## src/rtl/prd_consts.svh

```systemverilog
/*
  Constants for the PHY receive decode and 10 Mb/s link block: code-groups,
  nibble values, register offsets, field positions and timing figures.
  Assumes a 40 MHz core clock; every cycle count is derived from the figures.
*/
`ifndef PRD_CONSTS_SVH
`define PRD_CONSTS_SVH

// Core clock rate in MHz.
`define PRD_CLK_MHZ 40
// Code-groups of interest in aligned 5-bit form.
`define PRD_CG_IDLE 5'h1f
`define PRD_CG_J 5'h18
`define PRD_CG_K 5'h11
`define PRD_CG_T 5'h0d
`define PRD_CG_R 5'h07
// Nibbles driven toward the MAC.
`define PRD_NIB_PREAMBLE 4'h5
`define PRD_NIB_BAD_SSD 4'he
// Consecutive idles that end a stream.
`define PRD_IDLES_TO_END 2'h2
// Inverted link pulses that flag reversed polarity.
`define PRD_POL_COUNT 2'h3
// Register byte offsets.
`define PRD_ADR_CTRL 8'h00
`define PRD_ADR_STAT 8'h04
`define PRD_ADR_FCNT 8'h08
// Control register fields and reset value.
`define PRD_CTRL_SPEED10 0
`define PRD_CTRL_FDX 1
`define PRD_CTRL_SQE_INH 2
`define PRD_CTRL_FORCE_LINK 3
`define PRD_CTRL_RESET 4'h0
// Status register fields.
`define PRD_STAT_POL 0
`define PRD_STAT_JAB 1
`define PRD_STAT_LINK10 2
`define PRD_STAT_LINK100 3
// Times as printed, in their own units.
`define PRD_SQ_WIN_NS 150
`define PRD_LINK100_US 395
`define PRD_SQE_DELAY_NS 1000
`define PRD_SQE_LEN_NS 1000
`define PRD_LP_WIDTH_NS 100
`define PRD_LP_PERIOD_MS 16
`define PRD_JAB_MS 85
`define PRD_UNJAB_MS 500
`define PRD_LINK_LOSS_MS 150
`define PRD_BIT_NS 100
`define PRD_RXCLK_TAIL_NS 500
// Cycle counts: windows round down, least times round up.
`define PRD_SQ_WIN_CYC ((`PRD_SQ_WIN_NS * `PRD_CLK_MHZ) / 1000)
`define PRD_LINK100_CYC (`PRD_LINK100_US * `PRD_CLK_MHZ)
`define PRD_SQE_DELAY_CYC ((`PRD_SQE_DELAY_NS * `PRD_CLK_MHZ + 999) / 1000)
`define PRD_SQE_LEN_CYC ((`PRD_SQE_LEN_NS * `PRD_CLK_MHZ + 999) / 1000)
`define PRD_LP_WIDTH_CYC ((`PRD_LP_WIDTH_NS * `PRD_CLK_MHZ + 999) / 1000)
`define PRD_LP_PERIOD_CYC (`PRD_LP_PERIOD_MS * `PRD_CLK_MHZ * 1000)
`define PRD_JAB_CYC (`PRD_JAB_MS * `PRD_CLK_MHZ * 1000)
`define PRD_UNJAB_CYC (`PRD_UNJAB_MS * `PRD_CLK_MHZ * 1000)
`define PRD_LINK_LOSS_CYC (`PRD_LINK_LOSS_MS * `PRD_CLK_MHZ * 1000)
`define PRD_HALF_BIT_CYC ((`PRD_BIT_NS * `PRD_CLK_MHZ) / 2000)
`define PRD_RX_END_CYC ((`PRD_BIT_NS * 3 * `PRD_CLK_MHZ) / 2000)
`define PRD_RXCLK_TAIL_CYC ((`PRD_RXCLK_TAIL_NS * `PRD_CLK_MHZ + 999) / 1000)

`endif

```

## src/rtl/prd_pkg.sv

```systemverilog
/*
  Types shared by the PHY receive decode and 10 Mb/s link block.
  Assumes nothing beyond a SystemVerilog compiler.
*/
package prd_pkg;
  // Receive stream states of the 100 Mb/s code-group decoder.
  typedef enum logic [2:0] {PRD_ST_IDLE, PRD_ST_J, PRD_ST_PKT, PRD_ST_T, PRD_ST_BAD} prd_dec_e;
  // Smart squelch states.
  typedef enum logic [1:0] {PRD_SQ_OFF, PRD_SQ_FIRST, PRD_SQ_OPP, PRD_SQ_VALID} prd_sq_e;
endpackage : prd_pkg

```

## src/rtl/prd_phy_core.sv

```systemverilog
/*
  PHY receive decode and 10 Mb/s link core: 5B/4B decoding, 100 Mb/s link
  monitor, bad start detection, squelch, collision, heartbeat, carrier sense,
  link pulses, jabber, polarity and Manchester transmit, behind a classic
  Wishbone slave. Assumes aligned code-groups with a one-cycle strobe from
  logic on clk_i; every pin and the MII transmit side are synchronised here.
*/
// Operation
// - Decode code-groups; J/K becomes two preamble nibbles.
// - Decode until T/R or two idles.
// - Link up after 395 us steady signal detect.
// - Idle to non-idle without J/K is bad.
// - Bad start drives error and 1110 until idles.
// - Each bad start adds one to counter.
// - Two idles after bad start drop error, carrier.
// - Full duplex never signals collision.
// - Squelch needs threshold, opposite, original within 150 ns.
// - Data valid until 150 ns quiet; lower thresholds.
// - Half duplex collision on overlap or jabber.
// - Heartbeat pulse 1 us after transmit, inhibitable.
// - Carrier on transmit or receive by duplex.
// - Link pulse 100 ns every 16 ms idle.
// - No link pulses disables 10 Mb/s unless forced.
// - Jabber cuts 85 ms transmit, 500 ms unjab.
// - Three inverted pulses latch polarity, invert data.
// - Encode Manchester from transmit enable rise to fall.
// - Last line transition of frame is positive.
// - Frame end within 1.5 bits; clock five more.
// - Start pair is 11000 10001.
// - Idle code-group is 11111.
`timescale 1ns/10ps
`include "prd_consts.svh"

module prd_phy_core import prd_pkg::*; #(
  parameter int LINK100_CYC = `PRD_LINK100_CYC,
  parameter int LP_PERIOD_CYC = `PRD_LP_PERIOD_CYC,
  parameter int JAB_CYC = `PRD_JAB_CYC,
  parameter int UNJAB_CYC = `PRD_UNJAB_CYC,
  parameter int LINK_LOSS_CYC = `PRD_LINK_LOSS_CYC
) (
  // Clock and reset.
  input wire logic clk_i,
  input wire logic rst_i,
  // Wishbone slave.
  input wire logic wb_cyc_i,
  input wire logic wb_stb_i,
  input wire logic wb_we_i,
  input wire logic [7:0] wb_adr_i,
  input wire logic [3:0] wb_sel_i,
  input wire logic [31:0] wb_dat_i,
  output logic [31:0] wb_dat_o,
  output logic wb_ack_o,
  // Aligned code-groups from the alignment stage.
  input wire logic [4:0] cg_i,
  input wire logic cg_valid_i,
  // Pins: signal detect, squelch comparators, link pulses, received line.
  input wire logic sig_det_i,
  input wire logic sq_pos_i,
  input wire logic sq_neg_i,
  input wire logic lp_pos_i,
  input wire logic lp_neg_i,
  input wire logic line_rx_i,
  // MII transmit side from the MAC.
  input wire logic tx_clk_i,
  input wire logic tx_en_i,
  input wire logic [3:0] txd_i,
  // MII receive side toward the MAC.
  output logic [3:0] rxd_o,
  output logic rx_dv_o,
  output logic rx_er_o,
  output logic rx_clk_run_o,
  output logic crs_o,
  output logic col_o,
  // Line side outputs.
  output logic line_tx_o,
  output logic line_tx_act_o,
  output logic link_pulse_o,
  output logic sq_low_thr_o,
  output logic line_rx_fixed_o,
  output logic link100_o,
  output logic link10_o
);

  // Number of synchronised pins.
  localparam int NSYNC = 12;

  // Decodes a data code-group to {valid, nibble}.
  function automatic logic [4:0] dec5b(input logic [4:0] cg);
    logic [4:0] r;
    r = 5'h00;
    case (cg)
      5'h1e: r = 5'h10;
      5'h09: r = 5'h11;
      5'h14: r = 5'h12;
      5'h15: r = 5'h13;
      5'h0a: r = 5'h14;
      5'h0b: r = 5'h15;
      5'h0e: r = 5'h16;
      5'h0f: r = 5'h17;
      5'h12: r = 5'h18;
      5'h13: r = 5'h19;
      5'h16: r = 5'h1a;
      5'h17: r = 5'h1b;
      5'h1a: r = 5'h1c;
      5'h1b: r = 5'h1d;
      5'h1c: r = 5'h1e;
      5'h1d: r = 5'h1f;
      default: r = 5'h00;
    endcase
    return r;
  endfunction : dec5b

  // Two-flop synchronisers for every pin from outside the clock domain.
  logic [NSYNC-1:0] sync_a; // First stage, read only by the second.
  logic [NSYNC-1:0] sync_b; // Stable copies.
  logic [NSYNC-1:0] pins;
  assign pins = {txd_i, tx_en_i, tx_clk_i, line_rx_i, lp_neg_i, lp_pos_i, sq_neg_i, sq_pos_i, sig_det_i};
  genvar gi;
  generate
    for (gi = 0; gi < NSYNC; gi++) begin : g_sync
      always_ff @(posedge clk_i) begin
        sync_a[gi] <= rst_i ? 1'b0 : pins[gi];
        sync_b[gi] <= rst_i ? 1'b0 : sync_a[gi];
      end
    end
  endgenerate
  wire sd_s = sync_b[0];
  wire sqp_s = sync_b[1];
  wire sqn_s = sync_b[2];
  wire lpp_s = sync_b[3];
  wire lpn_s = sync_b[4];
  wire lrx_s = sync_b[5];
  wire tck_s = sync_b[6];
  wire ten_s = sync_b[7];
  wire [3:0] txd_s = sync_b[11:8];

  // Edge history for pins whose edges matter.
  logic sqp_d, sqn_d, lpp_d, lpn_d, lrx_d, tck_d;
  always_ff @(posedge clk_i) begin
    {sqp_d, sqn_d, lpp_d, lpn_d, lrx_d, tck_d} <= rst_i ? 6'h00 : {sqp_s, sqn_s, lpp_s, lpn_s, lrx_s, tck_s};
  end
  wire sqp_rise = sqp_s & ~sqp_d;
  wire sqn_rise = sqn_s & ~sqn_d;
  wire lpp_rise = lpp_s & ~lpp_d;
  wire lpn_rise = lpn_s & ~lpn_d;
  wire tck_rise = tck_s & ~tck_d;

  // Software state.
  logic [3:0] ctrl; // Speed, duplex, SQE inhibit, forced link.
  logic pol_rev; // Latched reversed polarity.
  logic [15:0] false_carrier_event_counter;
  wire speed10 = ctrl[`PRD_CTRL_SPEED10];
  wire fdx = ctrl[`PRD_CTRL_FDX];

  // Bus decode as named wires; unmapped addresses read zero.
  wire hit_ctrl = wb_adr_i == `PRD_ADR_CTRL;
  wire hit_stat = wb_adr_i == `PRD_ADR_STAT;
  wire hit_fcnt = wb_adr_i == `PRD_ADR_FCNT;
  wire wr_go = wb_cyc_i & wb_stb_i & wb_we_i & wb_ack_o & wb_sel_i[0];
  logic [31:0] rd_mux;
  logic jab;
  assign rd_mux = hit_ctrl ? {28'h0000000, ctrl} :
                  hit_stat ? {28'h0000000, link100_o, link10_o, jab, pol_rev} :
                  hit_fcnt ? {16'h0000, false_carrier_event_counter} : 32'h00000000;

  // Answers one cycle after a request shows, drops ack the cycle after.
  always_ff @(posedge clk_i) begin
    if (rst_i) begin
      wb_ack_o <= 1'b0;
      wb_dat_o <= 32'h00000000;
    end else begin
      wb_ack_o <= wb_cyc_i & wb_stb_i & ~wb_ack_o;
      wb_dat_o <= rd_mux;
    end
  end

  // Control register; written at the edge where the master sees ack.
  always_ff @(posedge clk_i) begin
    if (rst_i) begin
      ctrl <= `PRD_CTRL_RESET;
    end else if (wr_go && hit_ctrl) begin
      ctrl <= wb_dat_i[3:0];
    end
  end

  // 100 Mb/s link monitor: signal detect must hold the whole interval.
  logic [$clog2(LINK100_CYC+1)-1:0] sd_cnt;
  always_ff @(posedge clk_i) begin
    if (rst_i || !sd_s) begin
      sd_cnt <= '0;
      link100_o <= 1'b0;
    end else if (sd_cnt == LINK100_CYC[$bits(sd_cnt)-1:0]) begin
      link100_o <= 1'b1;
    end else begin
      sd_cnt <= sd_cnt + 1'b1;
    end
  end

  // Code-group decoder state.
  prd_dec_e dst;
  logic [1:0] idle_run; // Consecutive idles, saturating.
  wire cg_idle = cg_i == `PRD_CG_IDLE;
  wire [4:0] cg_dec = dec5b(cg_i);
  wire cg_go = cg_valid_i & link100_o & ~speed10;
  wire two_idle = cg_idle && idle_run >= `PRD_IDLES_TO_END - 2'h1;
  wire bad_start = cg_go && dst == PRD_ST_IDLE && !cg_idle && cg_i != `PRD_CG_J && idle_run != 2'h0;
  wire bad_k = cg_go && dst == PRD_ST_J && cg_i != `PRD_CG_K;
  logic crs100;

  // Decoder sequencing; one nibble leaves per code-group.
  always_ff @(posedge clk_i) begin
    if (rst_i || !link100_o || speed10) begin
      dst <= PRD_ST_IDLE;
      idle_run <= 2'h0;
      rxd_o <= 4'h0;
      rx_dv_o <= 1'b0;
      rx_er_o <= 1'b0;
      crs100 <= 1'b0;
    end else if (cg_go) begin
      idle_run <= cg_idle ? (idle_run == 2'h3 ? idle_run : idle_run + 2'h1) : 2'h0;
      case (dst)
        PRD_ST_IDLE: begin
          if (cg_i == `PRD_CG_J && idle_run != 2'h0) begin
            // Start pair first half becomes preamble.
            dst <= PRD_ST_J;
            rxd_o <= `PRD_NIB_PREAMBLE;
            rx_dv_o <= 1'b1;
            crs100 <= 1'b1;
          end else if (bad_start) begin
            dst <= PRD_ST_BAD;
            rxd_o <= `PRD_NIB_BAD_SSD;
            rx_er_o <= 1'b1;
            crs100 <= 1'b1;
          end
        end
        PRD_ST_J: begin
          if (!bad_k) begin
            dst <= PRD_ST_PKT;
            rxd_o <= `PRD_NIB_PREAMBLE;
          end else begin
            // A J that lacks its K is a bad start as well.
            dst <= PRD_ST_BAD;
            rxd_o <= `PRD_NIB_BAD_SSD;
            rx_dv_o <= 1'b0;
            rx_er_o <= 1'b1;
          end
        end
        PRD_ST_PKT: begin
          if (cg_i == `PRD_CG_T) begin
            dst <= PRD_ST_T;
            rx_dv_o <= 1'b0;
          end else if (two_idle) begin
            dst <= PRD_ST_IDLE;
            rx_dv_o <= 1'b0;
            rx_er_o <= 1'b0;
            crs100 <= 1'b0;
          end else if (!cg_idle) begin
            rxd_o <= cg_dec[3:0];
            rx_er_o <= ~cg_dec[4];
          end
        end
        PRD_ST_T: begin
          // Closing pair ends the stream; anything else is reported.
          dst <= PRD_ST_IDLE;
          rx_er_o <= cg_i != `PRD_CG_R;
          crs100 <= 1'b0;
        end
        PRD_ST_BAD: begin
          if (two_idle) begin
            dst <= PRD_ST_IDLE;
            rx_er_o <= 1'b0;
            crs100 <= 1'b0;
          end else begin
            rxd_o <= `PRD_NIB_BAD_SSD;
          end
        end
        default: dst <= PRD_ST_IDLE;
      endcase
    end
  end

  // False carrier counter; each bad start adds exactly one.
  always_ff @(posedge clk_i) begin
    if (rst_i) begin
      false_carrier_event_counter <= 16'h0000;
    end else if (bad_start || bad_k) begin
      false_carrier_event_counter <= false_carrier_event_counter + 16'h0001;
    end
  end

  // 10 Mb/s link integrity from incoming pulses, and polarity detection.
  logic [$clog2(LINK_LOSS_CYC+1)-1:0] loss_cnt;
  logic [1:0] inv_run;
  logic lp_seen_ok;
  wire lp_any = lpp_rise | lpn_rise;
  wire link10_ok = lp_seen_ok | ctrl[`PRD_CTRL_FORCE_LINK];
  always_ff @(posedge clk_i) begin
    if (rst_i) begin
      loss_cnt <= '0;
      lp_seen_ok <= 1'b0;
      inv_run <= 2'h0;
      pol_rev <= 1'b0;
    end else begin
      loss_cnt <= lp_any ? '0 : (loss_cnt == LINK_LOSS_CYC[$bits(loss_cnt)-1:0] ? loss_cnt : loss_cnt + 1'b1);
      lp_seen_ok <= lp_any | (lp_seen_ok & (loss_cnt != LINK_LOSS_CYC[$bits(loss_cnt)-1:0]));
      inv_run <= lpp_rise ? 2'h0 : (lpn_rise && inv_run != `PRD_POL_COUNT) ? inv_run + 2'h1 : inv_run;
      // A new detection wins over a software clear in the same cycle.
      if (lpn_rise && inv_run == `PRD_POL_COUNT - 2'h1) begin
        pol_rev <= 1'b1;
      end else if (wr_go && hit_stat && wb_dat_i[`PRD_STAT_POL]) begin
        pol_rev <= 1'b0;
      end
    end
  end

  // Smart squelch qualification and end-of-packet timing.
  prd_sq_e sq;
  logic sq_first_pos; // Which threshold opened the sequence.
  logic [3:0] sq_tmr;
  wire sq_any = sqp_rise | sqn_rise;
  wire sq_opp = sq_first_pos ? sqn_rise : sqp_rise;
  wire sq_same = sq_first_pos ? sqp_rise : sqn_rise;
  wire sq_late = sq_tmr >= 4'(`PRD_SQ_WIN_CYC);
  always_ff @(posedge clk_i) begin
    if (rst_i || !link10_ok) begin
      sq <= PRD_SQ_OFF;
      sq_first_pos <= 1'b0;
      sq_tmr <= 4'h0;
    end else begin
      sq_tmr <= (sq_any || sq_late) ? 4'h0 : sq_tmr + 4'h1;
      case (sq)
        PRD_SQ_OFF: if (sq_any) begin
          sq <= PRD_SQ_FIRST;
          sq_first_pos <= sqp_rise;
        end
        PRD_SQ_FIRST: if (sq_opp) begin
          sq <= PRD_SQ_OPP;
        end else if (sq_late) begin
          sq <= PRD_SQ_OFF;
        end
        PRD_SQ_OPP: if (sq_same) begin
          sq <= PRD_SQ_VALID;
        end else if (sq_late) begin
          sq <= PRD_SQ_OFF;
        end
        PRD_SQ_VALID: if (sq_late && !sq_any) begin
          sq <= PRD_SQ_OFF;
        end
        default: sq <= PRD_SQ_OFF;
      endcase
    end
  end
  wire rx10 = sq == PRD_SQ_VALID;

  // Receive line end detection from missing transitions; clock tail.
  logic [2:0] quiet;
  logic [4:0] tail;
  always_ff @(posedge clk_i) begin
    if (rst_i) begin
      quiet <= 3'h0;
      tail <= 5'h00;
      rx_clk_run_o <= 1'b0;
      line_rx_fixed_o <= 1'b0;
      sq_low_thr_o <= 1'b0;
    end else begin
      quiet <= (lrx_s != lrx_d) ? 3'h0 : (quiet == 3'(`PRD_RX_END_CYC) ? quiet : quiet + 3'h1);
      tail <= (rx10 && quiet != 3'(`PRD_RX_END_CYC)) ? 5'(`PRD_RXCLK_TAIL_CYC) : (tail != 5'h00 ? tail - 5'h01 : tail);
      rx_clk_run_o <= rx10 || tail != 5'h00;
      line_rx_fixed_o <= lrx_s ^ pol_rev;
      sq_low_thr_o <= rx10;
    end
  end
  wire rx10_act = rx10 && quiet != 3'(`PRD_RX_END_CYC);

  // Jabber: long transmit cuts the driver until enable rests long enough.
  logic [$clog2(JAB_CYC+1)-1:0] jab_cnt;
  logic [$clog2(UNJAB_CYC+1)-1:0] unjab_cnt;
  wire tx_req = ten_s & link10_ok & speed10;
  always_ff @(posedge clk_i) begin
    if (rst_i || !speed10) begin
      jab <= 1'b0;
      jab_cnt <= '0;
      unjab_cnt <= '0;
    end else begin
      jab_cnt <= tx_req ? (jab_cnt == JAB_CYC[$bits(jab_cnt)-1:0] ? jab_cnt : jab_cnt + 1'b1) : '0;
      unjab_cnt <= tx_req ? '0 : (unjab_cnt == UNJAB_CYC[$bits(unjab_cnt)-1:0] ? unjab_cnt : unjab_cnt + 1'b1);
      if (jab_cnt == JAB_CYC[$bits(jab_cnt)-1:0]) begin
        jab <= 1'b1;
      end else if (unjab_cnt == UNJAB_CYC[$bits(unjab_cnt)-1:0]) begin
        jab <= 1'b0;
      end
    end
  end

  // Manchester encoder: nibbles load on transmit clock rises.
  logic [3:0] sh; // Bits left of the current nibble.
  logic [2:0] nbits;
  logic [2:0] ph; // Half-bit phase counter.
  logic half; // Second half of the bit cell.
  logic tx_on, tail_hi;
  logic [7:0] sqe_tmr;
  wire tx_send = tx_req & ~jab;
  wire ph_end = ph == 3'(`PRD_HALF_BIT_CYC - 1);
  always_ff @(posedge clk_i) begin
    if (rst_i) begin
      sh <= 4'h0;
      nbits <= 3'h0;
      ph <= 3'h0;
      half <= 1'b0;
      tx_on <= 1'b0;
      tail_hi <= 1'b0;
      line_tx_o <= 1'b0;
      line_tx_act_o <= 1'b0;
    end else begin
      ph <= ph_end ? 3'h0 : ph + 3'h1;
      if (tx_send && tck_rise) begin
        sh <= txd_s;
        nbits <= 3'h4;
        tx_on <= 1'b1;
      end else if (ph_end && half && nbits != 3'h0) begin
        sh <= {1'b0, sh[3:1]};
        nbits <= nbits - 3'h1;
      end
      if (ph_end) begin
        half <= ~half;
      end
      if (tx_on && nbits != 3'h0) begin
        // First half carries the inverse, second half the bit.
        line_tx_o <= half ? sh[0] : ~sh[0];
        line_tx_act_o <= 1'b1;
        tail_hi <= 1'b1;
      end else if (tx_on && !tx_send && tail_hi) begin
        // Closing positive edge: at mid-cell after a one, at cell end after a zero.
        line_tx_o <= 1'b1;
        tail_hi <= ~(ph_end && half);
        tx_on <= ~(ph_end && half);
      end else begin
        line_tx_act_o <= tx_on | link_pulse_o;
        line_tx_o <= link_pulse_o;
      end
    end
  end

  // Link pulses while no transmit is pending, and the heartbeat pulse.
  logic [$clog2(LP_PERIOD_CYC+1)-1:0] lp_cnt;
  logic sqe_armed;
  wire sqe_ok = ~fdx & ~ctrl[`PRD_CTRL_SQE_INH];
  always_ff @(posedge clk_i) begin
    if (rst_i || tx_on || !speed10) begin
      lp_cnt <= '0;
      link_pulse_o <= 1'b0;
    end else begin
      lp_cnt <= lp_cnt == LP_PERIOD_CYC[$bits(lp_cnt)-1:0] ? '0 : lp_cnt + 1'b1;
      link_pulse_o <= lp_cnt < LP_PERIOD_CYC[$bits(lp_cnt)-1:0] && lp_cnt >= ($bits(lp_cnt))'(LP_PERIOD_CYC - `PRD_LP_WIDTH_CYC);
    end
  end
  always_ff @(posedge clk_i) begin
    if (rst_i || tx_send) begin
      sqe_armed <= tx_send;
      sqe_tmr <= 8'h00;
    end else if (sqe_armed) begin
      sqe_tmr <= sqe_tmr + 8'h01;
      sqe_armed <= sqe_tmr != 8'(`PRD_SQE_DELAY_CYC + `PRD_SQE_LEN_CYC - 1);
    end
  end
  wire sqe_on = sqe_armed && sqe_tmr >= 8'(`PRD_SQE_DELAY_CYC) && sqe_ok;

  // MII carrier and collision, steered by speed and duplex.
  wire col10 = speed10 & link10_ok & ~fdx & ((tx_req & rx10_act) | jab);
  always_ff @(posedge clk_i) begin
    if (rst_i) begin
      crs_o <= 1'b0;
      col_o <= 1'b0;
      link10_o <= 1'b0;
    end else begin
      crs_o <= speed10 ? (rx10_act | (tx_req & ~fdx)) : crs100;
      col_o <= col10 | (speed10 & sqe_on);
      link10_o <= link10_ok;
    end
  end

endmodule : prd_phy_core

```

## config.mk

```make
export PLATFORM = sky130hd
export DESIGN_NAME = prd_phy_core
export DESIGN_NICKNAME = d
export VERILOG_FILES = /design/src/rtl/prd_pkg.sv /design/src/rtl/prd_phy_core.sv
export VERILOG_INCLUDE_DIRS = /design/src /design/src/rtl
export SDC_FILE = /design/constraint.sdc
export NUM_CORES = 1
export LEC_CHECK = 0
export BUFFER_PORTS_ARGS = -buffer_cell sky130_fd_sc_hd__buf_2
export CORE_MARGIN = 8
export CORE_UTILIZATION = 35
export CTS_CLUSTER_DIAMETER = 200
export DETAILED_ROUTE_END_ITERATION = 7
export PLACE_DENSITY_LB_ADDON = 0.15
export SYNTH_ARGS = -nofsm -noshare
export SYNTH_HDL_FRONTEND = slang
export SYNTH_SLANG_ARGS = --single-unit
```

## constraint.sdc

```tcl
create_clock -name clk_i -period 2.85 [get_ports clk_i]
set_clock_uncertainty 0.2 [all_clocks]
set_input_delay 0.855 -clock clk_i [delete_from_list [all_inputs] [get_ports clk_i]]
set_output_delay 0.855 -clock clk_i [all_outputs]
set_load 0.02 [all_outputs]
```

==> metrics.log, run 1 <==
INFO  metric status = finished, final reports clean
INFO  metric layout_area_growth_over_synthesis = 16.9%
INFO  metric synth-main-ff-cell = sky130_fd_sc_hd__dfxtp_1
INFO  metric drt_drc_violations_left = 0
INFO  metric crit_arrival = 2.67 ns
INFO  metric power.total = 7.58 mW
INFO  metric initial_utilization = 35.4%
INFO  metric clock_transition_at_the_registers_of_the_reported_paths = roughly 0.060 ns
INFO  metric track_usage = approximately an eighth
INFO  metric worst-endpoint-required = between 3 and 4 ns
INFO  metric post-route-period-util = 84.3%
INFO  metric critical_path.endpoint_type = register
INFO  metric worst-setup-path-type = register to register
INFO  metric post_drt_via_cell_ratio = between 4 and 5
INFO  metric dieHeight = around 190 µm
INFO  metric number_of_clock_sinks = 235
INFO  metric holdCritPathClass = register to register
INFO  metric crit_path_top_delay_cell = sky130_fd_sc_hd__dfxtp_1
INFO  metric worstSkewPairLatency = 0.54 ns
INFO  metric port_buffers = 68
INFO  metric wirelength = 23900 µm
INFO  metric slew_headroom = a little over half
INFO  metric tightestPinTransition = ~0.7 ns
INFO  metric path_cells = clkinv_1, nand2_1, o22ai_1, nor4_1, buf_4, mux2i_1
INFO  metric maximum_number_of_pins_on_one_net_before_global_route_repair = 39
INFO  metric root_buffer = sky130_fd_sc_hd__clkbuf_16
INFO  metric timing.final.hold_violations = 0
INFO  metric post_synth_instance_area = 10800 µm²
INFO  metric layout-drive-gt1-share = 12.8%
INFO  metric dr.first_iter.drc_count = a little under 500
INFO  metric cts_setup_buffers = 0
INFO  metric maximum_clock_frequency = about 420 MHz
INFO  metric critical_path_start_type = register
INFO  metric fp.coreArea = about 30000 µm²
INFO  metric netlist_top_cells_count = sky130_fd_sc_hd__dfxtp_1, sky130_fd_sc_hd__nor2_1, sky130_fd_sc_hd__nand2_1
INFO  metric pwr_density_cell = 603 nW/µm²
INFO  metric cts.hold.buffers_added = 0
INFO  metric synth_edf_count = 0
INFO  metric synthesis.instances = roughly 1200
INFO  metric routed-via-count = 8549
INFO  metric ff2ff_setup_slack = 0.45 ns
INFO  metric postSynthAreaPerCell = between 8 and 9 µm²
INFO  metric design.die.area = 36600 µm²
INFO  metric dpl.hpwl = approximately 17000 µm
INFO  metric io_pins = 116
INFO  metric yosysWarningCount = 0
INFO  metric filler_cell_count = between 3000 and 4000
INFO  metric detail_route.first_pass.iterations = 6
INFO  metric die_width = 191 µm
INFO  metric number_of_gates_resized_after_cts = 0
INFO  metric vias_in_the_first_global_route = 8224
INFO  metric ff_latch_area = 4700 µm²
INFO  metric tritoncts = done
INFO  metric vdd.ir_drop.worst = 0.395 mV
INFO  metric worstPathMaxFanout = 14
INFO  metric synthMostInstantiatedCell = sky130_fd_sc_hd__dfxtp_1
INFO  metric ant_nets = 0
INFO  metric synth-seq-area-share = 43.7%
INFO  metric multiInputGateArea = 5620 µm²
INFO  metric synth_async_sr_flop_share = 0%
INFO  metric fin_crit = approximately 2.4 ns
INFO  metric layout.core_utilization = around two fifths
INFO  metric synth.ff_latch_count = 235
INFO  metric synth_cell_types = 78
INFO  metric final_nets = around 1400
INFO  metric clock_tree.buffer_depth = 3
INFO  metric grt_antenna_before_repair = 1
INFO  metric design_area = 12600 µm²
INFO  metric setup_viol_count_final = 0
INFO  metric placed_cells_incl_taps = 1684
INFO  metric htreeDepth = 1
INFO  metric grt_pass1_wl = 40000 µm
INFO  metric postPlaceCellArea = 11600 µm²
INFO  metric final_cell_count_no_fill = ~1700
INFO  metric synth_top_area_share = 43.7%
INFO  metric avgRoutedWirePerCell = 13.8 µm
INFO  metric grt_setup_unrepaired = false
INFO  metric p_leak = 4.52 nW
INFO  metric globalplace.congestion = about 0.86
INFO  metric total_count_of_max_transition_violations_in_the_final_report = 0
INFO  metric gr-total-overflow = 0
INFO  metric critPathMaxStageDelay = 0.64 ns
INFO  metric placementRows = 64
INFO  metric drv.max_cap_violation_count = 0
INFO  metric totalNegativeSetupSlack = 0 ns
INFO  metric cell_types_occupying_the_most_area_after_synthesis = sky130_fd_sc_hd__dfxtp_1, sky130_fd_sc_hd__nor2_1, sky130_fd_sc_hd__xor2_1
INFO  metric cts_buffers = 28
INFO  metric netlist.top_cell.by_area = sky130_fd_sc_hd__dfxtp_1
cell usage in the layout, fill, tap and decap left out, types with 4 or more instances in the layout:
cell type	instances
sky130_fd_sc_hd__nor3_1	27
sky130_fd_sc_hd__xnor2_1	40
sky130_fd_sc_hd__inv_1	42
sky130_fd_sc_hd__clkbuf_8	5
sky130_fd_sc_hd__o21ai_0	36
sky130_fd_sc_hd__a211oi_1	10
sky130_fd_sc_hd__or4_1	5
sky130_fd_sc_hd__ha_1	30
sky130_fd_sc_hd__or3_1	22
sky130_fd_sc_hd__nor2_1	167
sky130_fd_sc_hd__and4_1	13
sky130_fd_sc_hd__nand3b_1	7
sky130_fd_sc_hd__a21oi_1	66
sky130_fd_sc_hd__nor4_2	5
sky130_fd_sc_hd__nand4_1	41
sky130_fd_sc_hd__nor2b_1	43
sky130_fd_sc_hd__nand2b_1	20
sky130_fd_sc_hd__nand3_1	53
sky130_fd_sc_hd__nor4_1	22
sky130_fd_sc_hd__bufinv_16	4
sky130_fd_sc_hd__dfxtp_1	235
sky130_fd_sc_hd__nor4b_1	7
sky130_fd_sc_hd__clkinv_2	4
sky130_fd_sc_hd__buf_2	67
sky130_fd_sc_hd__o31ai_1	7
sky130_fd_sc_hd__o211ai_1	6
sky130_fd_sc_hd__and3_1	20
sky130_fd_sc_hd__conb_1	17
sky130_fd_sc_hd__mux2_2	4
sky130_fd_sc_hd__nand2_1	76
sky130_fd_sc_hd__xor2_1	67
sky130_fd_sc_hd__clkbuf_16	29
sky130_fd_sc_hd__buf_4	37
sky130_fd_sc_hd__and2_1	18
sky130_fd_sc_hd__o22ai_1	4
sky130_fd_sc_hd__mux2i_1	14
sky130_fd_sc_hd__clkbuf_1	5
sky130_fd_sc_hd__o21a_1	4
sequential cells by signal, indices dropped and copies added, names as in the netlist, 3 cells and up:
register / count
sq_tmr: 4
sd_cnt: 14
lp_cnt: 20
unjab_cnt: 25
ctrl: 4
rxd_o: 4
sync_b: 4
sync_a: 12
ph: 3
dst: 3
loss_cnt: 23
nbits: 3
sqe_tmr: 8
quiet: 3
jab_cnt: 22
false_carrier_event_counter: 16
tail: 5
wb_dat_o: 16
sh: 4
worst max-delay path: cells and delay by family, from the launching register on:
family                 cells  cell delay, ns
AO/OA/AOI/OAI              1            0.11
buffers and inverters      2            0.61
flip-flops                 1            0.64
multiplexers               1            0.15
AND/OR/NAND/NOR            2            0.62
per-stage QoR:
stage / worst slack (ns) / hold WS [ns]
4_1_cts: 0.483 / 0.235
5_1_grt: 0.349 / 0.254
3_3_place_gp: 0.107 / 0.225
3_5_place_dp: 0.110 / 0.220
2_1_floorplan: 0.358 / 0.214
6_report: 0.447 / 0.230
metal layers:
layer / global-route usage, % / wire [µm] / part of all wire (%) / up-vias
met3: 2.52 / 1100 / 4.6 / 45
li1: - / - / - / 4426
met1: 16.7 / 11400 / 48 / 3940
met4: 3.91 / 617 / 2.6 / 0
met5: 0 / 0 / 0 / -
met2: 21.2 / 10700 / 45 / 138
power breakdown:
group	switching, mW	internal, mW	leakage (nW)
clock	1.41	2.35	0.486
combinational	0.231	0.175	2.14
sequential	0.0485	3.36	1.90
cell type report:
| cell class | instances | area share [%] |
|---|---|---|
| tap | 396 | 3.94 |
| timing repair buffer | 104 | 4.87 |
| antenna | 1 | 0.0199 |
| clock inverter | 11 | 1.34 |
| inverter | 44 | 1.31 |
| clock buffer | 39 | 6.47 |
| sequential | 235 | 37.4 |
| multi-input combinational | 905 | 44.6 |
path summary, 6_finish.rpt:
kind / startpoint / endpoint / cells past startpoint
max: dst[1] / rx_er_o / 6
min: sync_a[9] / sync_b[9] / 1
min reg2reg: sync_a[9] / sync_b[9] / 1
max reg2reg: dst[1] / rx_er_o / 6
cells by family after synthesis:
group | synth area share (%)
and+or+nand+nor | 27.7
DFF | 43.7
AOI/OAI and AO/OA | 9.72
buffers and inverters | 4.68
xor gates and xnor gates | 8.71
adders and majority gates | 3.59
muxes | 1.82
other | 0.0348
(Power assumes the default switching activity.)
==> inputs of run 2 (changes only) <==
Clock period 2.85 ns to 2 ns, I/O delays scaled along.
==> run 2 against run 1 <==
Clock-buffer cell count shrank 2. Sequential cell count is the same. Sequential share of layout area shrank 2.6 points. First-iteration DRC count shrank 8.4%. Clock power grew 40%. Sequential power grew 43%. Largest cell class unchanged. Routed wire length grew 3.1%. Combinational power grew 56%. Total power grew 42%. Cell count grew 5.5%. Non-clock buffer count grew 95.
==> metrics.log, run 2 (synthesis gave the netlist of run 1 again) <==
INFO  metric status = finished, final reports clean (unchanged)
INFO  metric critical_path.reg2reg.startpoint = unjab_cnt[0] (was dst[1])
INFO  metric cts_buffers = 28 (unchanged)
INFO  metric grt_setup_unrepaired = true (was false)
INFO  metric gr-total-overflow = 0 (unchanged)
INFO  metric multiInputGateArea = 5820 µm² (was 5620 µm²)
INFO  metric antenna_cells_inserted = 0 (was 1)
INFO  metric critical_path_start_type = register (unchanged)
INFO  metric final_cell_count_no_fill = 1830 (was 1735)
INFO  metric largest_reg_flops = 25 (unchanged)
INFO  metric layout_area_growth_over_synthesis = 25.9% (was 16.9%)
INFO  metric setup_ws = 0.0152 ns (was 0.447 ns)
INFO  metric design.die.area = 36600 µm² (unchanged)
INFO  metric vdd.ir_drop.worst = 0.606 mV (was 0.395 mV)
INFO  metric grt_pass1_wl = 41400 µm (was 40000 µm)
INFO  metric largest-register = unjab_cnt (unchanged)
INFO  metric ff_latch_area = 4720 µm² (was 4700 µm²)
INFO  metric grt_antenna_before_repair = 0 (was 1)
INFO  metric hold_start = lp_pos_i (was sync_a[9])
INFO  metric final_nets = 1510 (was 1415)
INFO  metric routed-via-count = 8864 (was 8549)
INFO  metric clock_tree.buffer_depth = 3 (unchanged)
INFO  metric worstPathMaxFanout = 3 (was 14)
INFO  metric io_pins = 116 (unchanged)
INFO  metric crit_arrival = 2.20 ns (was 2.67 ns)
INFO  metric initial_utilization = 35.4% (unchanged)
INFO  metric drt_drc_violations_left = 0 (unchanged)
INFO  metric post_drt_via_cell_ratio = 4.84 (was 4.93)
INFO  metric drv.max_cap_violation_count = 0 (unchanged)
INFO  metric fin_crit = 1.98 ns (was 2.40 ns)
INFO  metric p_leak = 5.04 nW (was 4.52 nW)
INFO  metric fp.coreArea = 30400 µm² (unchanged)
INFO  metric critPathMaxStageDelay = 0.61 ns (was 0.64 ns)
INFO  metric timing.critical_path.buf_inv = 1 (was 2)
INFO  metric worst-endpoint-required = 2.22 ns (was 3.12 ns)
INFO  metric power.total = 10.7 mW (was 7.58 mW)
INFO  metric placementRows = 64 (unchanged)
INFO  metric wirelength = 24600 µm (was 23900 µm)
INFO  metric slew_headroom = 57.4% (was 52.3%)
INFO  metric cts.hold.buffers_added = 0 (unchanged)
INFO  metric timing.final.hold_violations = 0 (unchanged)
INFO  metric path_cells = inv_2, ha_4, nor4bb_4, nand4_1, or4_4, a21oi_2, nor2_1 (was clkinv_1, nand2_1, o22ai_1, nor4_1, buf_4, mux2i_1)
INFO  metric setup_viol_count_final = 0 (unchanged)
INFO  metric critical_path.endpoint_type = register (unchanged)
INFO  metric globalplace.congestion = 0.870 (was 0.860)
INFO  metric layout-drive-gt1-share = 21.9% (was 12.8%)
INFO  metric tightestPinTransition = 0.630 ns (was 0.710 ns)
INFO  metric worstSetupStartpoint = unjab_cnt[0] (was dst[1])
INFO  metric dr.first_iter.drc_count = 448 (was 489)
INFO  metric worst-setup-path-type = register to register (unchanged)
INFO  metric holdCritPathClass = input port to register (was register to register)
INFO  metric detail_route.first_pass.iterations = 5 (was 6)
INFO  metric maximum_number_of_pins_on_one_net_before_global_route_repair = 35 (was 39)
INFO  metric filler_cell_count = 3071 (was 3161)
INFO  metric vias_in_the_first_global_route = 8453 (was 8224)
INFO  metric top_regs = unjab_cnt x25, loss_cnt x23, jab_cnt x22 (unchanged)
INFO  metric layout.cells.most_common_list = sky130_fd_sc_hd__dfxtp_1, sky130_fd_sc_hd__nor2_1, sky130_fd_sc_hd__buf_4, sky130_fd_sc_hd__nand2_1, sky130_fd_sc_hd__xor2_1 (was sky130_fd_sc_hd__dfxtp_1, sky130_fd_sc_hd__nor2_1, sky130_fd_sc_hd__nand2_1, sky130_fd_sc_hd__xor2_1, sky130_fd_sc_hd__buf_2)
INFO  metric layout.cells.most_common = sky130_fd_sc_hd__dfxtp_1 (unchanged)
INFO  metric post-route-period-util = 99.2% (was 84.3%)
INFO  metric crit_path_top_delay_cell = sky130_fd_sc_hd__or4_4 (was sky130_fd_sc_hd__dfxtp_1)
INFO  metric dpl.hpwl = 17900 µm (was 16900 µm)
INFO  metric htreeDepth = 1 (unchanged)
INFO  metric worstSkewPairLatency = 0.55 ns (was 0.54 ns)
INFO  metric number_of_clock_sinks = 235 (unchanged)
INFO  metric place_ws = -0.433 ns (was 0.110 ns)
INFO  metric ant_nets = 0 (unchanged)
INFO  metric avgRoutedWirePerCell = 13.5 µm (was 13.8 µm)
INFO  metric track_usage = 13.2% (was 12.8%)
INFO  metric root_buffer = sky130_fd_sc_hd__clkbuf_16 (unchanged)
INFO  metric pwr_density_cell = 792 nW/µm² (was 603 nW/µm²)
INFO  metric die_width = 191 µm (unchanged)
INFO  metric critical-path-top-delay-family = simple AND/OR/NAND/NOR gates (was flip-flops)
INFO  metric total_count_of_max_transition_violations_in_the_final_report = 0 (unchanged)
INFO  metric clock_transition_at_the_registers_of_the_reported_paths = 0.06 ns (about the same)
INFO  metric dieHeight = 191 µm (unchanged)
INFO  metric port_buffers = 68 (unchanged)
INFO  metric maximum_clock_frequency = 504 MHz (was 416 MHz)
INFO  metric tritoncts = done (unchanged)
INFO  metric placed_cells_incl_taps = 1773 (was 1684)
==> run 2: cell count changes in the layout (fill, tap and decap cells not counted), moves of 3 or more <==
cell                         delta
sky130_fd_sc_hd__nor4_2         +4
sky130_fd_sc_hd__buf_4         +92
sky130_fd_sc_hd__dfxtp_1        -7
sky130_fd_sc_hd__buf_12         +3
sky130_fd_sc_hd__dfxtp_2        +6
sky130_fd_sc_hd__nor4_1         -5
sky130_fd_sc_hd__a21oi_1        -3
sky130_fd_sc_hd__inv_2          +3
sky130_fd_sc_hd__clkinvlp_4     +4
sky130_fd_sc_hd__clkbuf_1       -3
sky130_fd_sc_hd__inv_1          -3
==> run 2: path summary, 6_finish.rpt <==
kind / to / slack (ns) / cells after the start
hold / removal: sync_a[3] / 0.05 / 2
setup reg to reg: jab / 0.02 / 7
setup / recovery: jab / 0.02 / 7
hold reg to reg: sync_b[10] / 0.23 / 1
==> run 2: metal layers <==
| metal | share of wire [%] | wire length, µm | global-route usage (%) |
|---|---|---|---|
| met5 | 0 | 0 | 0 |
| met4 | 2.6 | 648 | 4.26 |
| met3 | 4.7 | 1160 | 2.32 |
| met2 | 44 | 10900 | 21.2 |
| met1 | 49 | 12000 | 17.9 |
==> run 2: area by class of cell <==
cell class	instances	area share, %
clock buffer	37	5.93
sequential	235	34.8
inverter	44	1.23
multi-input combinational	905	42.9
clock inverter	14	1.36
tap	396	3.65
timing repair buffer	199	10.1
==> run 2: worst register-to-register path: cells and delay by family (launching register included) <==
kind,cells,cell delay (ns)
flip-flops,1,0.32
AND/OR/NAND/NOR,4,1.02
buffers and inverters,1,0.07
adder cells (fa/ha/maj),1,0.12
AO/OA/AOI/OAI,1,0.14
==> run 2: stage by stage <==
step                      instance area (µm²)  hold slack, ns  TNS [ns]  util (%)
after detailed placement                12300           0.227     -9.64      40.6
after global placement                  12300           0.225     -9.39      40.6
after CTS                               13400          0.0196         0      43.9
after floorplan                         10900           0.214    -0.649         -
final                                   13600          0.0530         0      44.6
after global routing                    13600          0.0351    -0.213      44.6
==> run 2: repair_timing <==
item	CTS	global route
resized for setup	9	37
buffers inserted	1	5
pin swaps	0	16
setup endpoints to repair	20	34
==> run 2: power by group <==
part / internal, mW / total, mW / switching, mW
clock: 3.23 / 5.25 / 2.03
combinational: 0.291 / 0.632 / 0.341
sequential: 4.79 / 4.86 / 0.0678
==> inputs of run 3 (changes only) <==
Settings changed: CORE_UTILIZATION 35 to 53, MAX_ROUTING_LAYER from default to met4.
==> run 3 against run 2 <==
Routed wire length down 7.6%. Core utilization up 21 points. Total power down 6.3%. Clock power down 13%. Cell count down 7.7%. Non-clock buffer count down 10. Via count up 0.20%. Register-to-register slack better by 0.04 ns. Die area down 31%. Sequential cell count unchanged. Combinational power up 2%. Largest power group is now registers.
==> metrics.log, run 3 (synthesis gave the netlist of run 1 again) <==
INFO  metric status = finished, final reports clean (unchanged)
INFO  metric root_buffer = sky130_fd_sc_hd__clkbuf_16 (unchanged)
INFO  metric timing.critical_path.buf_inv = 3 (was 1)
INFO  metric placementRows = 52 (was 64)
INFO  metric gr-total-overflow = 0 (unchanged)
INFO  metric drv.max_cap_violation_count = 0 (unchanged)
INFO  metric post-route-period-util = 97.1% (was 99.2%)
INFO  metric initial_utilization = 53.5% (was 35.4%)
INFO  metric layout_area_growth_over_synthesis = 22.1% (was 25.9%)
INFO  metric tritoncts = done (unchanged)
INFO  metric grt_antenna_before_repair = 0 (unchanged)
INFO  metric hold_start = txd_i[3] (was lp_pos_i)
INFO  metric final_nets = 1497 (was 1510)
INFO  metric largest-register = unjab_cnt (unchanged)
INFO  metric timing.final.hold_violations = 0 (unchanged)
INFO  metric dieHeight = 159 µm (was 191 µm)
INFO  metric worstSkewPairLatency = 0.51 ns (was 0.55 ns)
INFO  metric critical-path-top-cell-by-count = sky130_fd_sc_hd__buf_4
INFO  metric layout.cells.most_common = sky130_fd_sc_hd__dfxtp_1 (unchanged)
INFO  metric layout.cells.most_common_list = sky130_fd_sc_hd__dfxtp_1, sky130_fd_sc_hd__nor2_1, sky130_fd_sc_hd__buf_4, sky130_fd_sc_hd__nand2_1, sky130_fd_sc_hd__buf_2 (was sky130_fd_sc_hd__dfxtp_1, sky130_fd_sc_hd__nor2_1, sky130_fd_sc_hd__buf_4, sky130_fd_sc_hd__nand2_1, sky130_fd_sc_hd__xor2_1)
INFO  metric critical_path.endpoint = rxd_o[1] (was jab)
INFO  metric totalNegativeSetupSlack = 0 ns (unchanged)
INFO  metric path_cells = inv_2, ha_4, buf_4, nand2b_4, o211ai_1, buf_4, o311ai_4, a21oi_1, a211oi_2 (was inv_2, ha_4, nor4bb_4, nand4_1, or4_4, a21oi_2, nor2_1)
INFO  metric crit_path_top_delay_cell = sky130_fd_sc_hd__dfxtp_2 (was sky130_fd_sc_hd__or4_4)
INFO  metric clock_tree.buffer_depth = 3 (unchanged)
INFO  metric globalplace.congestion = 0.943 (was 0.870)
INFO  metric detail_route.first_pass.iterations = 4 (was 5)
INFO  metric port_buffers = 68 (unchanged)
INFO  metric fin_crit = 1.94 ns (was 1.98 ns)
INFO  metric post_drt_via_cell_ratio = 5.26 (was 4.84)
INFO  metric track_usage = 18.5% (was 13.2%)
INFO  metric holdCritPathClass = input port to register (unchanged)
INFO  metric tightestPinTransition = 0.615 ns (was 0.630 ns)
INFO  metric layout-drive-gt1-share = 20.5% (was 21.9%)
INFO  metric p_leak = 4.93 nW (was 5.04 nW)
INFO  metric routed-via-count = 8882 (was 8864)
INFO  metric critical_path.endpoint_type = register (unchanged)
INFO  metric cts.hold.buffers_added = 0 (unchanged)
INFO  metric die_width = 159 µm (was 191 µm)
INFO  metric worst-endpoint-required = 2.20 ns (was 2.22 ns)
INFO  metric critical_path_start_type = register (unchanged)
INFO  metric placed_cells_incl_taps = 1641 (was 1773)
INFO  metric pwr_density_cell = 766 nW/µm² (was 792 nW/µm²)
INFO  metric largest_reg_flops = 25 (unchanged)
INFO  metric dpl.hpwl = 16500 µm (was 17900 µm)
INFO  metric number_of_clock_sinks = 235 (unchanged)
INFO  metric critPathMaxStageDelay = 0.33 ns (was 0.61 ns)
INFO  metric setup_viol_count_final = 0 (unchanged)
INFO  metric worstSetupStartpoint = idle_run[0] (was unjab_cnt[0])
INFO  metric dr.first_iter.drc_count = 351 (was 448)
INFO  metric vdd.ir_drop.worst = 0.717 mV (was 0.606 mV)
INFO  metric maximum_number_of_pins_on_one_net_before_global_route_repair = 41 (was 35)
INFO  metric worst-setup-path-type = register to register (unchanged)
INFO  metric vias_in_the_first_global_route = 8341 (was 8453)
INFO  metric worstPathMaxFanout = 6 (was 3)
INFO  metric crit_arrival = 2.14 ns (was 2.20 ns)
INFO  metric fp.coreArea = 20100 µm² (was 30400 µm²)
INFO  metric r2r_end = rxd_o[1] (was jab)
INFO  metric io_pins = 116 (unchanged)
INFO  metric slew_headroom = 58.4% (was 57.4%)
INFO  metric critical_path.reg2reg.startpoint = idle_run[0] (was unjab_cnt[0])
INFO  metric avgRoutedWirePerCell = 13.5 µm (about the same)
INFO  metric multiInputGateArea = 5780 µm² (was 5820 µm²)
INFO  metric ff_latch_area = 4710 µm² (was 4720 µm²)
INFO  metric grt_setup_unrepaired = true (unchanged)
INFO  metric design.die.area = 25100 µm² (was 36600 µm²)
INFO  metric wirelength = 22700 µm (was 24600 µm)
INFO  metric ff2ff_setup_slack = 0.06 ns (was 0.02 ns)
INFO  metric critical-path-top-delay-family = compound AO/OA/AOI/OAI gates (was simple AND/OR/NAND/NOR gates)
INFO  metric cts_buffers = 25 (was 28)
INFO  metric maximum_clock_frequency = 515 MHz (was 504 MHz)
INFO  metric layout.core_utilization = 65.4% (was 44.6%)
INFO  metric htreeDepth = 1 (unchanged)
INFO  metric reg2regPathDepth = 9 (was 7)
INFO  metric drt_drc_violations_left = 0 (unchanged)
INFO  metric filler_cell_count = 1716 (was 3071)
INFO  metric top_regs = unjab_cnt x25, loss_cnt x23, jab_cnt x22 (unchanged)
INFO  metric postPlaceCellArea = 12200 µm² (was 12300 µm²)
INFO  metric power.total = 10.1 mW (was 10.7 mW)
INFO  metric grt_pass1_wl = 38100 µm (was 41400 µm)
INFO  metric timing.critical_path.depth = 9 (was 7)
INFO  metric ant_nets = 0 (unchanged)
INFO  metric design_area = 13100 µm² (was 13600 µm²)
INFO  metric clock_transition_at_the_registers_of_the_reported_paths = 0.06 ns (about the same)
INFO  metric final_cell_count_no_fill = 1689 (was 1830)
INFO  metric total_count_of_max_transition_violations_in_the_final_report = 0 (unchanged)
==> run 3: metrics by stage <==
step / setup slack [ns] / hold WS [ns]
after global routing: -0.0191 / 0.0823
after floorplan: -0.218 / 0.214
after CTS: 0.0109 / 0.0666
final: 0.0584 / 0.0941
after global placement: -0.383 / 0.216
after detailed placement: -0.398 / 0.223
==> run 3: how the worst min path moves through the flow <==
stage                 endpoint  slack, ns  cells past startpoint
floorplan                lpn_s       0.21                      1
global placement    sync_b[11]       0.22                      1
detailed placement       lrx_s       0.22                      1
CTS                  sync_a[2]       0.07                      2
global route         sync_a[4]       0.08                      2
finish              sync_a[11]       0.09                      2
==> run 3: report_power, final <==
group / switching, mW / internal [mW] / total, mW
registers: 0.0662 / 4.79 / 4.86
logic: 0.347 / 0.295 / 0.642
clock network: 1.81 / 2.76 / 4.57
total: 2.22 / 7.85 / 10.1
==> run 3: layout make-up <==
| type | count | share of cell area, % |
|---|---|---|
| multi-input combinational | 905 | 44.0 |
| sequential | 235 | 35.8 |
| timing repair buffer | 189 | 9.97 |
| clock buffer | 37 | 5.79 |
| tap | 270 | 2.57 |
| inverter | 44 | 1.26 |
| clock inverter | 8 | 0.600 |
| antenna | 1 | 0.0190 |
==> run 3: what timing repair did <==
item	in CTS	in global routing
endpoints found under the hold margin	0	0
endpoints found under the setup margin	16	32
pin swaps	2	10
setup buffers	0	3
gates resized for setup	3	32
==> run 3: layer usage <==
layer	vias up	GRT usage (%)	routed length (µm)
li1	4583	-	-
met1	4099	22.9	10400
met2	161	31.4	10900
met3	39	2.47	1060
met4	0	4.76	411
met5	-	-	0
